$ cat src/verilog/dpab_pkg.sv
// package of constants and types for the dual pipeline adc digital back end
package dpab_pkg;
  localparam int DPAB_OUT_W = 10;
  localparam int DPAB_STAGES = 9;
  localparam int DPAB_RAW_W = 2 * DPAB_STAGES;
  localparam int DPAB_LATENCY = 6;
  localparam int DPAB_ALIGN_LAT = DPAB_LATENCY - 2;
  localparam int DPAB_INVALID_CYC = 20;
  localparam int DPAB_FIFO_DEPTH = 8;
  localparam logic [4:0] DPAB_CNT_RST = 5'h00;
  // stage clocks after reset: phase1 low, so odd stages start high
  localparam logic [8:0] DPAB_SCLK_RST = 9'h0aa;
  typedef enum logic [0:0] {DPAB_WARMUP, DPAB_RUN} dpab_state_t;
endpackage
$ cat src/verilog/dpab_fifo_if.sv
// interface carrying a valid/ready stream between back end modules
`timescale 1ns/1ps
interface dpab_fifo_if #(parameter int W = 20);
  logic valid;
  logic ready;
  logic [W-1:0] data;
  modport src (output valid, output data, input ready);
  modport snk (input valid, input data, output ready);
endinterface

$ cat src/verilog/dpab_backend.sv
// dual channel pipeline adc digital back end: alignment, correction, output
`timescale 1ns/1ps
module dpab_backend import dpab_pkg::*; #(
  parameter int OUT_W = DPAB_OUT_W,
  parameter int STAGES = DPAB_STAGES,
  parameter int INVALID_CYC = DPAB_INVALID_CYC
) (
  input wire logic clk, // master sampling clock, 50 MHz
  input wire logic rst_n, // synchronous reset, active low
  input wire logic [2*STAGES-1:0] i_stage_bits, // channel i stage words, stage 1 in top bits
  input wire logic [2*STAGES-1:0] q_stage_bits, // channel q stage words, stage 1 in top bits
  input wire logic out_ready, // capturing logic can take a word pair
  output logic [OUT_W-1:0] i_chan_out, // channel i result, offset binary, bit 9 is chan_out_msb
  output logic [OUT_W-1:0] q_chan_out, // channel q result, offset binary
  output logic out_valid, // result pair on the outputs is valid
  output logic phase1_reg_o, // internal track phase
  output logic phase2_reg_o, // internal hold phase
  output logic [STAGES-1:0] stage_clk_o // per-stage clocks, alternating
);
  localparam int RW = 2 * STAGES;

  // delay line: stage k output arrives k cycles late, so tap STAGES-1-k delays stage k by STAGES-k
  logic [RW-1:0] i_dl_reg [STAGES], i_dl_next [STAGES];
  logic [RW-1:0] q_dl_reg [STAGES], q_dl_next [STAGES];
  logic [RW-1:0] i_aligned, q_aligned;

  // correction: overlap-add of two-bit stage words, shifted one bit per stage
  function automatic logic [OUT_W-1:0] dpab_correct(input logic [RW-1:0] w);
    logic [OUT_W:0] acc;
    acc = '0;
    for (int k = 0; k < STAGES; k++) begin
      acc = acc + ((OUT_W+1)'(w[RW-1-2*k -: 2]) << (STAGES-1-k));
    end
    // saturate so overrange stays at full scale codes
    dpab_correct = acc[OUT_W] ? {OUT_W{1'b1}} : acc[OUT_W-1:0];
  endfunction

  // shift each stage word down a chain of registers
  // tap 0 is loaded apart so no constant index ever points below the array
  always_comb begin
    i_dl_next[0] = i_stage_bits;
    q_dl_next[0] = q_stage_bits;
    for (int s = 1; s < STAGES; s++) begin
      i_dl_next[s] = i_dl_reg[s-1];
      q_dl_next[s] = q_dl_reg[s-1];
    end
  end

  always_ff @(posedge clk) begin
    for (int s = 0; s < STAGES; s++) begin
      i_dl_reg[s] <= i_dl_next[s];
      q_dl_reg[s] <= q_dl_next[s];
    end
  end

  // pick each stage pair from its delay tap so all nine line up
  genvar g;
  generate
    for (g = 0; g < STAGES; g++) begin : g_align
      assign i_aligned[RW-1-2*g -: 2] = i_dl_reg[STAGES-1-g][RW-1-2*g -: 2];
      assign q_aligned[RW-1-2*g -: 2] = q_dl_reg[STAGES-1-g][RW-1-2*g -: 2];
    end
  endgenerate

  // correction stage register, both channels identical
  logic [OUT_W-1:0] i_cor_reg, i_cor_next, q_cor_reg, q_cor_next;
  always_comb begin
    i_cor_next = dpab_correct(i_aligned);
    q_cor_next = dpab_correct(q_aligned);
  end
  always_ff @(posedge clk) begin
    i_cor_reg <= i_cor_next;
    q_cor_reg <= q_cor_next;
  end

  // two-phase non-overlapping clock model: phase1 track, gap, phase2 hold
  logic [1:0] ph_reg, ph_next;
  logic phase1_next, phase2_next;
  logic [STAGES-1:0] sclk_next;
  always_comb begin
    ph_next = ph_reg + 2'h1;
    phase1_next = (ph_reg == 2'h0);
    phase2_next = (ph_reg == 2'h2);
    for (int s = 0; s < STAGES; s++) begin
      sclk_next[s] = phase1_next ^ s[0];
    end
  end
  always_ff @(posedge clk) begin
    if (!rst_n) begin
      ph_reg <= 2'h0;
      phase1_reg_o <= 1'b0;
      phase2_reg_o <= 1'b0;
      stage_clk_o <= STAGES'(DPAB_SCLK_RST);
    end else begin
      ph_reg <= ph_next;
      phase1_reg_o <= phase1_next;
      phase2_reg_o <= phase2_next;
      stage_clk_o <= sclk_next;
    end
  end

  // power-up invalid window: count clocks, then let data through
  dpab_state_t st_reg, st_next;
  logic [4:0] wcnt_reg, wcnt_next;
  always_comb begin
    st_next = st_reg;
    wcnt_next = wcnt_reg;
    case (st_reg)
      DPAB_WARMUP: begin
        wcnt_next = wcnt_reg + 5'h01;
        if (wcnt_reg == 5'(INVALID_CYC - 1)) begin
          st_next = DPAB_RUN;
        end
      end
      DPAB_RUN: wcnt_next = wcnt_reg;
      default: st_next = DPAB_WARMUP;
    endcase
  end
  always_ff @(posedge clk) begin
    if (!rst_n) begin
      st_reg <= DPAB_WARMUP;
      wcnt_reg <= DPAB_CNT_RST;
    end else begin
      st_reg <= st_next;
      wcnt_reg <= wcnt_next;
    end
  end

  // fifo sits between correction and output registers; it only fills if the sink stalls
  dpab_fifo_if #(.W(2*OUT_W)) f_in ();
  dpab_fifo_if #(.W(2*OUT_W)) f_out ();
  assign f_in.valid = (st_reg == DPAB_RUN);
  assign f_in.data = {i_cor_reg, q_cor_reg};
  dpab_fifo #(.W(2*OUT_W), .DEPTH(DPAB_FIFO_DEPTH)) u_fifo (
    .clk(clk),
    .rst_n(rst_n),
    .in_s(f_in),
    .out_s(f_out)
  );

  // output register: both buses update on the same edge
  logic [OUT_W-1:0] i_out_next, q_out_next;
  logic ov_next;
  logic take;
  assign take = !out_valid || out_ready;
  assign f_out.ready = take;
  always_comb begin
    i_out_next = i_chan_out;
    q_out_next = q_chan_out;
    ov_next = out_valid;
    if (take) begin
      ov_next = f_out.valid;
      if (f_out.valid) begin
        {i_out_next, q_out_next} = f_out.data;
      end
    end
  end
  always_ff @(posedge clk) begin
    if (!rst_n) begin
      i_chan_out <= '0;
      q_chan_out <= '0;
      out_valid <= 1'b0;
    end else begin
      i_chan_out <= i_out_next;
      q_chan_out <= q_out_next;
      out_valid <= ov_next;
    end
  end

  // assertions
  // correction words two clocks back: the output path length while the fifo holds one pair
  logic [OUT_W-1:0] i_cor_d1, i_cor_d2, q_cor_d1, q_cor_d2;
  always_ff @(posedge clk) begin
    i_cor_d1 <= i_cor_reg;
    i_cor_d2 <= i_cor_d1;
    q_cor_d1 <= q_cor_reg;
    q_cor_d2 <= q_cor_d1;
  end

  property p_phase_nonoverlap;
    @(posedge clk) disable iff (!rst_n) !(phase1_reg_o && phase2_reg_o);
  endproperty
  a_phase_nonoverlap: assert property (p_phase_nonoverlap) else $error("phases overlap");

  // hold phase follows the track phase after one gap cycle
  property p_phase_seq;
    @(posedge clk) disable iff (!rst_n) phase1_reg_o |-> ##2 phase2_reg_o;
  endproperty
  a_phase_seq: assert property (p_phase_seq) else $error("hold phase not two cycles after track");

  property p_stage_alt;
    @(posedge clk) disable iff (!rst_n) stage_clk_o[1] == !stage_clk_o[0] && stage_clk_o[2] == stage_clk_o[0];
  endproperty
  a_stage_alt: assert property (p_stage_alt) else $error("stage clocks not alternating");

  property p_no_valid_warmup;
    @(posedge clk) disable iff (!rst_n) (st_reg == DPAB_WARMUP) |=> !out_valid;
  endproperty
  a_no_valid_warmup: assert property (p_no_valid_warmup) else $error("valid during warmup");

  property p_warmup_len;
    @(posedge clk) $rose(rst_n) |-> ##20 (st_reg == DPAB_RUN);
  endproperty
  a_warmup_len: assert property (p_warmup_len) else $error("warmup not twenty cycles");

  property p_latency;
    @(posedge clk) disable iff (!rst_n)
      (take && u_fifo.cnt_reg == 4'h1 && $past(f_in.valid))
        |=> (i_chan_out == i_cor_d2 && q_chan_out == q_cor_d2);
  endproperty
  a_latency: assert property (p_latency) else $error("output not correction word delayed two");

  property p_stream;
    @(posedge clk) disable iff (!rst_n) (out_valid && out_ready && st_reg == DPAB_RUN) |=> out_valid;
  endproperty
  a_stream: assert property (p_stream) else $error("gap in output stream");

  property p_hold;
    @(posedge clk) disable iff (!rst_n) (out_valid && !out_ready) |=> $stable(i_chan_out) && $stable(q_chan_out);
  endproperty
  a_hold: assert property (p_hold) else $error("outputs changed while stalled");

  property p_fullscale;
    @(posedge clk) (i_aligned == '1) |=> (i_cor_reg == '1);
  endproperty
  a_fullscale: assert property (p_fullscale) else $error("full scale not all ones");

  c_run: cover property (@(posedge clk) disable iff (!rst_n) $rose(out_valid));
  c_stall: cover property (@(posedge clk) disable iff (!rst_n) out_valid && !out_ready);
  c_fifo_full: cover property (@(posedge clk) disable iff (!rst_n) !f_in.ready);
endmodule // dpab_backend

$ cat src/verilog/dpab_fifo.sv
// parameterised fifo with valid/ready on both sides
`timescale 1ns/1ps
module dpab_fifo import dpab_pkg::*; #(
  parameter int W = 20,
  parameter int DEPTH = DPAB_FIFO_DEPTH
) (
  input wire logic clk, // sampling clock
  input wire logic rst_n, // synchronous reset, active low
  dpab_fifo_if.snk in_s, // filling side
  dpab_fifo_if.src out_s // draining side
);
  localparam int AW = $clog2(DEPTH);
  logic [W-1:0] mem_reg [DEPTH];
  logic [AW-1:0] wp_reg, wp_next, rp_reg, rp_next;
  logic [AW:0] cnt_reg, cnt_next;
  logic push, pop;

  // honest full/empty from the occupancy count
  assign in_s.ready = (cnt_reg != (AW+1)'(DEPTH));
  assign out_s.valid = (cnt_reg != '0);
  assign out_s.data = mem_reg[rp_reg];
  assign push = in_s.valid && in_s.ready;
  assign pop = out_s.valid && out_s.ready;

  // pointer and count update
  always_comb begin
    wp_next = push ? wp_reg + 1'b1 : wp_reg;
    rp_next = pop ? rp_reg + 1'b1 : rp_reg;
    cnt_next = cnt_reg + (AW+1)'(push) - (AW+1)'(pop);
  end

  always_ff @(posedge clk) begin
    if (!rst_n) begin
      wp_reg <= '0;
      rp_reg <= '0;
      cnt_reg <= '0;
    end else begin
      wp_reg <= wp_next;
      rp_reg <= rp_next;
      cnt_reg <= cnt_next;
    end
  end

  // storage has no reset; only written words are ever read
  always_ff @(posedge clk) begin
    if (push) begin
      mem_reg[wp_reg] <= in_s.data;
    end
  end

  property p_no_overflow;
    @(posedge clk) disable iff (!rst_n) cnt_reg <= (AW+1)'(DEPTH);
  endproperty
  a_no_overflow: assert property (p_no_overflow) else $error("fifo count above depth");
endmodule // dpab_fifo

$ cat config.mk
export PLATFORM = sky130hd
export DESIGN_NAME = dpab_backend
export DESIGN_NICKNAME = d
export VERILOG_FILES = /design/src/verilog/dpab_pkg.sv /design/src/verilog/dpab_fifo_if.sv /design/src/verilog/dpab_backend.sv /design/src/verilog/dpab_fifo.sv
export SDC_FILE = /design/constraint.sdc
export NUM_CORES = 1
export LEC_CHECK = 0
export BUFFER_PORTS_ARGS = -buffer_cell sky130_fd_sc_hd__buf_2
export CORE_MARGIN = 8
export CORE_UTILIZATION = 64
export DETAILED_ROUTE_END_ITERATION = 10
export MAX_ROUTING_LAYER = met4
export PLACE_DENSITY = 0.81
export SLEW_MARGIN = 20
export SYNTH_ARGS = -nofsm -noshare
export SYNTH_HDL_FRONTEND = slang
export SYNTH_SLANG_ARGS = --single-unit
$ cat constraint.sdc
create_clock -name clk -period 4.2 [get_ports clk]
set_input_delay 0.42 -clock clk [delete_from_list [all_inputs] [get_ports clk]]
set_output_delay 0.42 -clock clk [all_outputs]
set_load 0.1 [all_outputs]
After elaboration in Yosys (flattened, before gate mapping)
Memories as Yosys holds them, arrays and structs flattened. A register that Yosys moved wholly into a read port is not among the register bits. Cells that the tools add are included.

Memory bits (read-only): 0. Output and inout bits: 32. Latch bits: 0. Register bits: 50. Memories: 3. Input bits: 39. RAM bits: 484.

Reductions and logical operators: 8. Equal/unequal tests: 3. Mux-type cells: 5. Shift operators: 0. $lt $le $gt $ge: 0. Multiply operators: 0. Bitwise gates (word level): 1. Add/sub/neg operators: 22. Divide/modulo/power cells: 0.

Memories: i_dl_reg (depth 9, width 18, read ports 9, clocked after memory_dff 0, write ports 9, RTL line dpab_backend.sv:23) `logic [RW-1:0] i_dl_reg [STAGES], i_dl_next [STAGES];`; q_dl_reg (depth 9, width 18, read ports 9, clocked after memory_dff 0, write ports 9, RTL line dpab_backend.sv:24) `logic [RW-1:0] q_dl_reg [STAGES], q_dl_next [STAGES];`; u_fifo.mem_reg (depth 8, width 20, read ports 1, clocked after memory_dff 1, write ports 1, RTL line dpab_fifo.sv:13) `logic [W-1:0] mem_reg [DEPTH];`.

Operators by type and width (count): $add 10x9->11 (2); $add 11x2->11 (2); $add 11x3->11 (2); $add 11x4->11 (2); $add 11x5->11 (2); $add 11x6->11 (2); $add 11x7->11 (2); $add 11x8->11 (2); $add 3x1->3 const B (2); $add 5x1->5 const B (1); $eq 5x5->1 const B (1); $mux 5 (1); $add 4x1->4 (1); $mux 1 (4); $ne 4x4->1 const B (1); $reduce_bool 4->1 (1); $sub 4x1->4 (1); $add 2x1->2 const B (1); $eq 2x2->1 const B (1); $logic_and 1x1->1 (2); $logic_not 1->1 (2); $logic_not 2->1 (1); $reduce_and 2->1 (1); $logic_or 1x1->1 (1); $not 1->1 (1).

Depth between registers and ports, before layout
Depth in word-level cells: 8. Depth in mapped cells: 11.

Hierarchy
Synthesis repeated with hierarchy kept, for this count alone.

Cells, all modules: 757. Area total of the unflattened synthesis: 12946.2 um^2.

Modules (own cells, without submodules): dpab_fifo (area each 6864.1 um^2, sequential area each 5064.9 um^2, cells each 309, instances 1); dpab_backend (area each 6082.1 um^2, sequential area each 4644.5 um^2, cells each 448, instances 1).

Least setup slack after synthesis
Ideal clock, no wire load.

Kind: reg-to-reg. Start: reg out_valid. End: reg u_fifo.cnt_reg[2]. Arrival: 2.689 ns. Slack: 1.396 ns. Period minus slack after synthesis: 2.804 ns. Data required time: 4.085 ns. Cell stages (with the launch flop): 10. Setup time: 0.115 ns. Cells stage by stage: dfxtp_1 -> nor2b_1 -> a21oi_2 -> clkbuf_1 -> ha_1 -> inv_1 -> ha_1 -> fa_1 -> xor2_1 -> and2_1.

Word-level cells in the longest chain between the ends: 4.

Ends and longest elaborated chain: start, declared (RTL line dpab_backend.sv:15) `output logic out_valid,`; start signal, assigned (RTL line dpab_backend.sv:166) `out_valid <= ov_next;`; $logic_not 1->1 (RTL line dpab_backend.sv:145) `assign take = !out_valid || out_ready;`; $logic_or 1x1->1 (RTL line dpab_backend.sv:145); $logic_and 1x1->1 (RTL line dpab_fifo.sv:23) `assign pop = out_s.valid && out_s.ready;`; net u_fifo.pop (RTL line dpab_fifo.sv:16) `logic push, pop;`; $sub 4x1->4 (RTL line dpab_fifo.sv:29) `cnt_next = cnt_reg + (AW+1)'(push) - (AW+1)'(pop);`; end signal, assigned (RTL line dpab_fifo.sv:40) `cnt_reg <= cnt_next;`; end, declared (RTL line dpab_fifo.sv:15) `logic [AW:0] cnt_reg, cnt_next;`.

The timed path passes the listed nets, and every way through them passes these cells. A chain may end at the register's enable or synchronous reset.

Worst setup path in the final report
Start: reg u_fifo.cnt_reg[2]. End: reg u_fifo.cnt_reg[3].

Word-level cells in the longest chain between the ends: 4. Elaborated cells on any way between the ends: 6. Classes of those cells: add/sub (2); eq/ne (1); reduce/logical (3).

Ends and longest elaborated chain: $ne 4x4->1 (RTL line dpab_fifo.sv:19) `assign in_s.ready = (cnt_reg != (AW+1)'(DEPTH));`; $logic_and 1x1->1 (RTL line dpab_fifo.sv:22) `assign push = in_s.valid && in_s.ready;`; $add 4x1->4 (RTL line dpab_fifo.sv:29); $sub 4x1->4 (*) (RTL line dpab_fifo.sv:29).

Every way passes the cells marked *; elsewhere a longest branch is shown, timed or not.

==> metrics.txt <==
# TYPE chip_impl_metric gauge
chip_impl_info{name="run_status",value="finished clean"} 1
chip_impl_metric{name="grt_start_max_net_pins",unit=""} 45
chip_impl_metric{name="cell_depth_of_the_worst_hold_path",unit=""} 1
chip_impl_info{name="worstSetupStartpointType",value="flop"} 1
chip_impl_metric{name="slew_viol_final",unit=""} 0
chip_impl_info{name="hp-start",value="i_stage_bits[13]"} 1
chip_impl_metric{name="syn_to_final_growth",unit="%"} 18.6
chip_impl_metric{name="floorplan.rows",unit=""} 51
chip_impl_metric{name="ios",unit=""} 71
chip_impl_metric{name="first_drt_pass_iteration_count",unit=""} 5
chip_impl_metric{name="routability_congestion_estimate_from_global_placement",unit=""} 0.781
chip_impl_metric{name="synth-adder-area-share",unit=""} 0.0317
chip_impl_metric{name="worstPathRequired",unit="ns"} 4.66
chip_impl_info{name="crit-reg2reg-launch",value="u_fifo.cnt_reg[2]"} 1
chip_impl_metric{name="layout_worst_path_cycle_share",unit=""} 0.585
chip_impl_metric{name="yosysSeqAreaShare",unit=""} 0.770
chip_impl_metric{name="ctsLongestPathBuffers",unit=""} 3
chip_impl_metric{name="die_width",unit="um"} 156
chip_impl_metric{name="synth_area",unit="mm^2"} 0.0125
chip_impl_metric{name="reg_clk_slew_reported_paths",unit="ns"} 0.06
chip_impl_metric{name="final_period_minus_worst_setup_slack",unit="ns"} 2.46
chip_impl_metric{name="synth_fp_nets",unit=""} 795
chip_impl_metric{name="fp.dieH",unit="um"} 156
chip_impl_metric{name="detailedPlacementHpwl",unit="um"} 12300
chip_impl_metric{name="postSynthRegisterBits",unit=""} 402
chip_impl_metric{name="postLayoutCoreUtil",unit=""} 0.769
chip_impl_metric{name="synth_xor_area_frac",unit=""} 0.0112
chip_impl_metric{name="finalHoldViolations",unit=""} 0
chip_impl_metric{name="worst_pin_slew",unit="ns"} 0.824
chip_impl_metric{name="core_area",unit="mm^2"} 0.0193
chip_impl_metric{name="drc_marker_count_from_the_first_detailed_route_iteration",unit=""} 361
chip_impl_metric{name="place_ws",unit="ns"} 1.72
chip_impl_metric{name="ant_nets",unit=""} 0
chip_impl_info{name="rr_endpoint",value="u_fifo.cnt_reg[3]"} 1
chip_impl_info{name="layout.cells.most_common",value="dfxtp_1"} 1
chip_impl_metric{name="irDropWorstVdd",unit="mV"} 0.467
chip_impl_metric{name="post_synth_and_or_nand_nor_area_fraction",unit=""} 0.0353
chip_impl_metric{name="syn_inst_count",unit=""} 726
chip_impl_metric{name="drc",unit=""} 0
chip_impl_metric{name="finalClockSkew",unit="ns"} 0.0130
chip_impl_metric{name="antenna_cells",unit=""} 0
chip_impl_info{name="hold-path-endpoint",value="i_dl_reg[0][13]"} 1
chip_impl_metric{name="initial_core_util",unit=""} 0.648
chip_impl_metric{name="post_synth_mux_area_share",unit=""} 0.0910
chip_impl_metric{name="post_cts_resize_count",unit=""} 0
chip_impl_metric{name="clkLatencyLatePin",unit="ns"} 0.52
chip_impl_metric{name="finish.instance_area",unit="mm^2"} 0.0149
chip_impl_metric{name="final-setup-viol-count",unit=""} 0
chip_impl_metric{name="h_tree_lvls",unit=""} 2
chip_impl_metric{name="total_leakage_power",unit="nW"} 5.63
chip_impl_metric{name="tritoncts.num_buffers",unit=""} 37
chip_impl_metric{name="logic_depth_of_the_worst_register_to_register_path",unit=""} 11
chip_impl_info{name="timing.setup.critical_path_class",value="reg -> reg"} 1
chip_impl_metric{name="worstPathMaxFanout",unit=""} 44
chip_impl_metric{name="postPlaceCellArea",unit="mm^2"} 0.0132
chip_impl_info{name="worstSetupEndpointType",value="flop"} 1
chip_impl_metric{name="placement.io_buffers",unit=""} 70
chip_impl_metric{name="clock_sinks",unit=""} 402
chip_impl_metric{name="postLayoutSetupSlackWorst",unit="ns"} 1.74
chip_impl_metric{name="via_count",unit=""} 6128
chip_impl_metric{name="avg_synthesized_cell_area",unit="um^2"} 17.3
chip_impl_metric{name="largest_reg_flops",unit=""} 160
chip_impl_info{name="holdCritPathClass",value="in -> reg"} 1
chip_impl_metric{name="yosys.cell_types.count",unit=""} 42
chip_impl_metric{name="ys.warnings.count",unit=""} 0
chip_impl_metric{name="setup_tns",unit="ns"} 0
chip_impl_metric{name="track_usage",unit=""} 0.189
chip_impl_metric{name="floorplan.die_area",unit="mm^2"} 0.0243
chip_impl_metric{name="drv.max_cap_violation_count",unit=""} 0
chip_impl_metric{name="postCtsSetupRepairBufs",unit=""} 0
chip_impl_metric{name="initial_antenna_violation_count",unit=""} 0
chip_impl_info{name="cts_tree",value="built"} 1
chip_impl_metric{name="max_clock_freq",unit="MHz"} 407
chip_impl_metric{name="relSlewSlack",unit=""} 0.450
chip_impl_metric{name="powerDensity",unit="mW/mm^2"} 682
chip_impl_info{name="synth_top_family_by_area",value="multiplexers"} 1
chip_impl_metric{name="layout-drive-gt1-share",unit=""} 0.223
chip_impl_metric{name="synth_compound_area_frac",unit=""} 0.0416
chip_impl_metric{name="r2r_setup_slack",unit="ns"} 1.74
chip_impl_metric{name="first_global_vias",unit=""} 6617
chip_impl_info{name="clockRootBuffer",value="clkbuf_16"} 1
chip_impl_metric{name="grt.overflow.total",unit=""} 0
chip_impl_metric{name="cp_data_arrival_time",unit="ns"} 2.92
chip_impl_metric{name="grt_pass1_wl",unit="um"} 34100
chip_impl_metric{name="wl_per_cell",unit="um"} 19.1
chip_impl_info{name="most_frequent_cells_in_the_layout",value="dfxtp_1 (240), edfxtp_1 (160), buf_2 (70)"} 1
chip_impl_metric{name="num-nets-final",unit=""} 925
chip_impl_metric{name="avgViaCountPerCell",unit=""} 5.33
chip_impl_info{name="rsz0062_at_grt",value="false"} 1
chip_impl_metric{name="routed_wirelength",unit="um"} 22000
layout make-up:
class / instances / area, um^2
fillers: 1068 / 4460
clock buffers: 50 / 1100
clock inverters: 17 / 239
well taps: 265 / 332
inverters: 16 / 60.1
multi-input cells: 279 / 2670
repair buffers: 120 / 825
flip-flops and latches: 402 / 9650
how the worst max path moves through the flow:
stage	startpoint	endpoint	slack, ns	cells past startpoint
3_3_place_gp	out_ready	u_fifo.cnt_reg[2]	1.85	10
3_5_place_dp	u_fifo.cnt_reg[2]	u_fifo.mem_reg[1][12]	1.72	5
6_report	u_fifo.cnt_reg[2]	u_fifo.cnt_reg[3]	1.74	11
2_1_floorplan	out_valid	u_fifo.cnt_reg[2]	1.40	9
4_1_cts	u_fifo.cnt_reg[2]	u_fifo.mem_reg[0][13]	1.66	5
5_1_grt	u_fifo.cnt_reg[2]	u_fifo.cnt_reg[3]	1.59	11
timing repair:
item | 4_1_cts | 5_1_grt
hold buffers | 35 | 0
endpoints found under the setup margin | 0 | 0
endpoints found under the hold margin | 35 | 0
critical path, cell delays in order, from the launching register on:
cell and delay [ns]:
dfxtp_1 0.32, inv_1 0.07, ha_1 0.22, a21oi_2 0.11
buf_4 0.42, ha_1 0.22, inv_1 0.07, ha_1 0.28
a21o_1 0.18, a21oi_1 0.20, xor2_1 0.17, and2_1 0.14
stage by stage:
step | std cells | total power [mW] | hold WS [ns]
global placement | 1045 | 6.56 | 0.310
CTS | 1147 | 10.2 | 0.00461
finish | 1149 | 10.1 | 0.0244
detailed placement | 1045 | 6.63 | 0.312
floorplan | 726 | 6.28 | 0.310
global route | 1149 | 10.5 | 0.00156
cell usage after synthesis:
cell       number  share of area
dfxtp_1       242           0.39
edfxtp_1      160           0.38
mux4_2         40          0.072
a21oi_1        29          0.012
ha_1           27          0.027
o21ai_0        26          0.010
mux2i_1        24          0.019
nand2_1        18         0.0054
nor2_1         17         0.0051
inv_1          16         0.0048
and2_1         15         0.0075
nand2b_1       13         0.0065
buf_4           8         0.0048
clkbuf_1        8         0.0024
nor2b_1         8         0.0040
xnor2_1         8         0.0056
xor2_1          8         0.0056
nor3_1          7         0.0028
buf_2           6         0.0024
o21a_1          6         0.0036
a21o_1          5         0.0030
buf_6           5         0.0045
a21oi_2         3         0.0021
fa_1            3         0.0048
a211oi_1        2         0.0012
buf_1           2        0.00060
nand3_1         2        0.00080
o21ai_1         2        0.00080
o21ai_2         2         0.0014
or3_1           2         0.0010
a2111oi_0       1        0.00070
a211o_1         1        0.00070
a211oi_2        1         0.0010
a21boi_2        1        0.00090
a22oi_1         1        0.00060
nand4_1         1        0.00050
nand4b_1        1        0.00070
nor3b_1         1        0.00060
nor4_1          1        0.00050
o211a_1         1        0.00080
o221ai_2        1         0.0012
o31ai_4         1         0.0017
layer usage:
| metal | track usage | vias to the layer above | wire length [um] |
|---|---|---|---|
| met5 | - | - | 0 |
| met4 | 0.0813 | 0 | 751 |
| met3 | 0.0357 | 64 | 1290 |
| met2 | 0.348 | 196 | 11900 |
| met1 | 0.192 | 2982 | 7990 |
| li1 | - | 2886 | - |
cells by family after synthesis:
| kind of cell | count (synthesis) |
|---|---|
| muxes | 64 |
| and+or+nand+nor | 86 |
| buffers and inverters | 45 |
| DFF | 402 |
| AOI/OAI and AO/OA | 83 |
| adders and majority gates | 30 |
| xor gates and xnor gates | 16 |
report_power, final:
| part | switching (mW) | internal [mW] | leakage, nW |
|---|---|---|---|
| registers | 0.213 | 4.37 | 3.47 |
| clock network | 1.39 | 2.16 | 0.658 |
| logic | 1.39 | 0.621 | 1.50 |
Note: power is estimated with default switching activity, not from simulation.
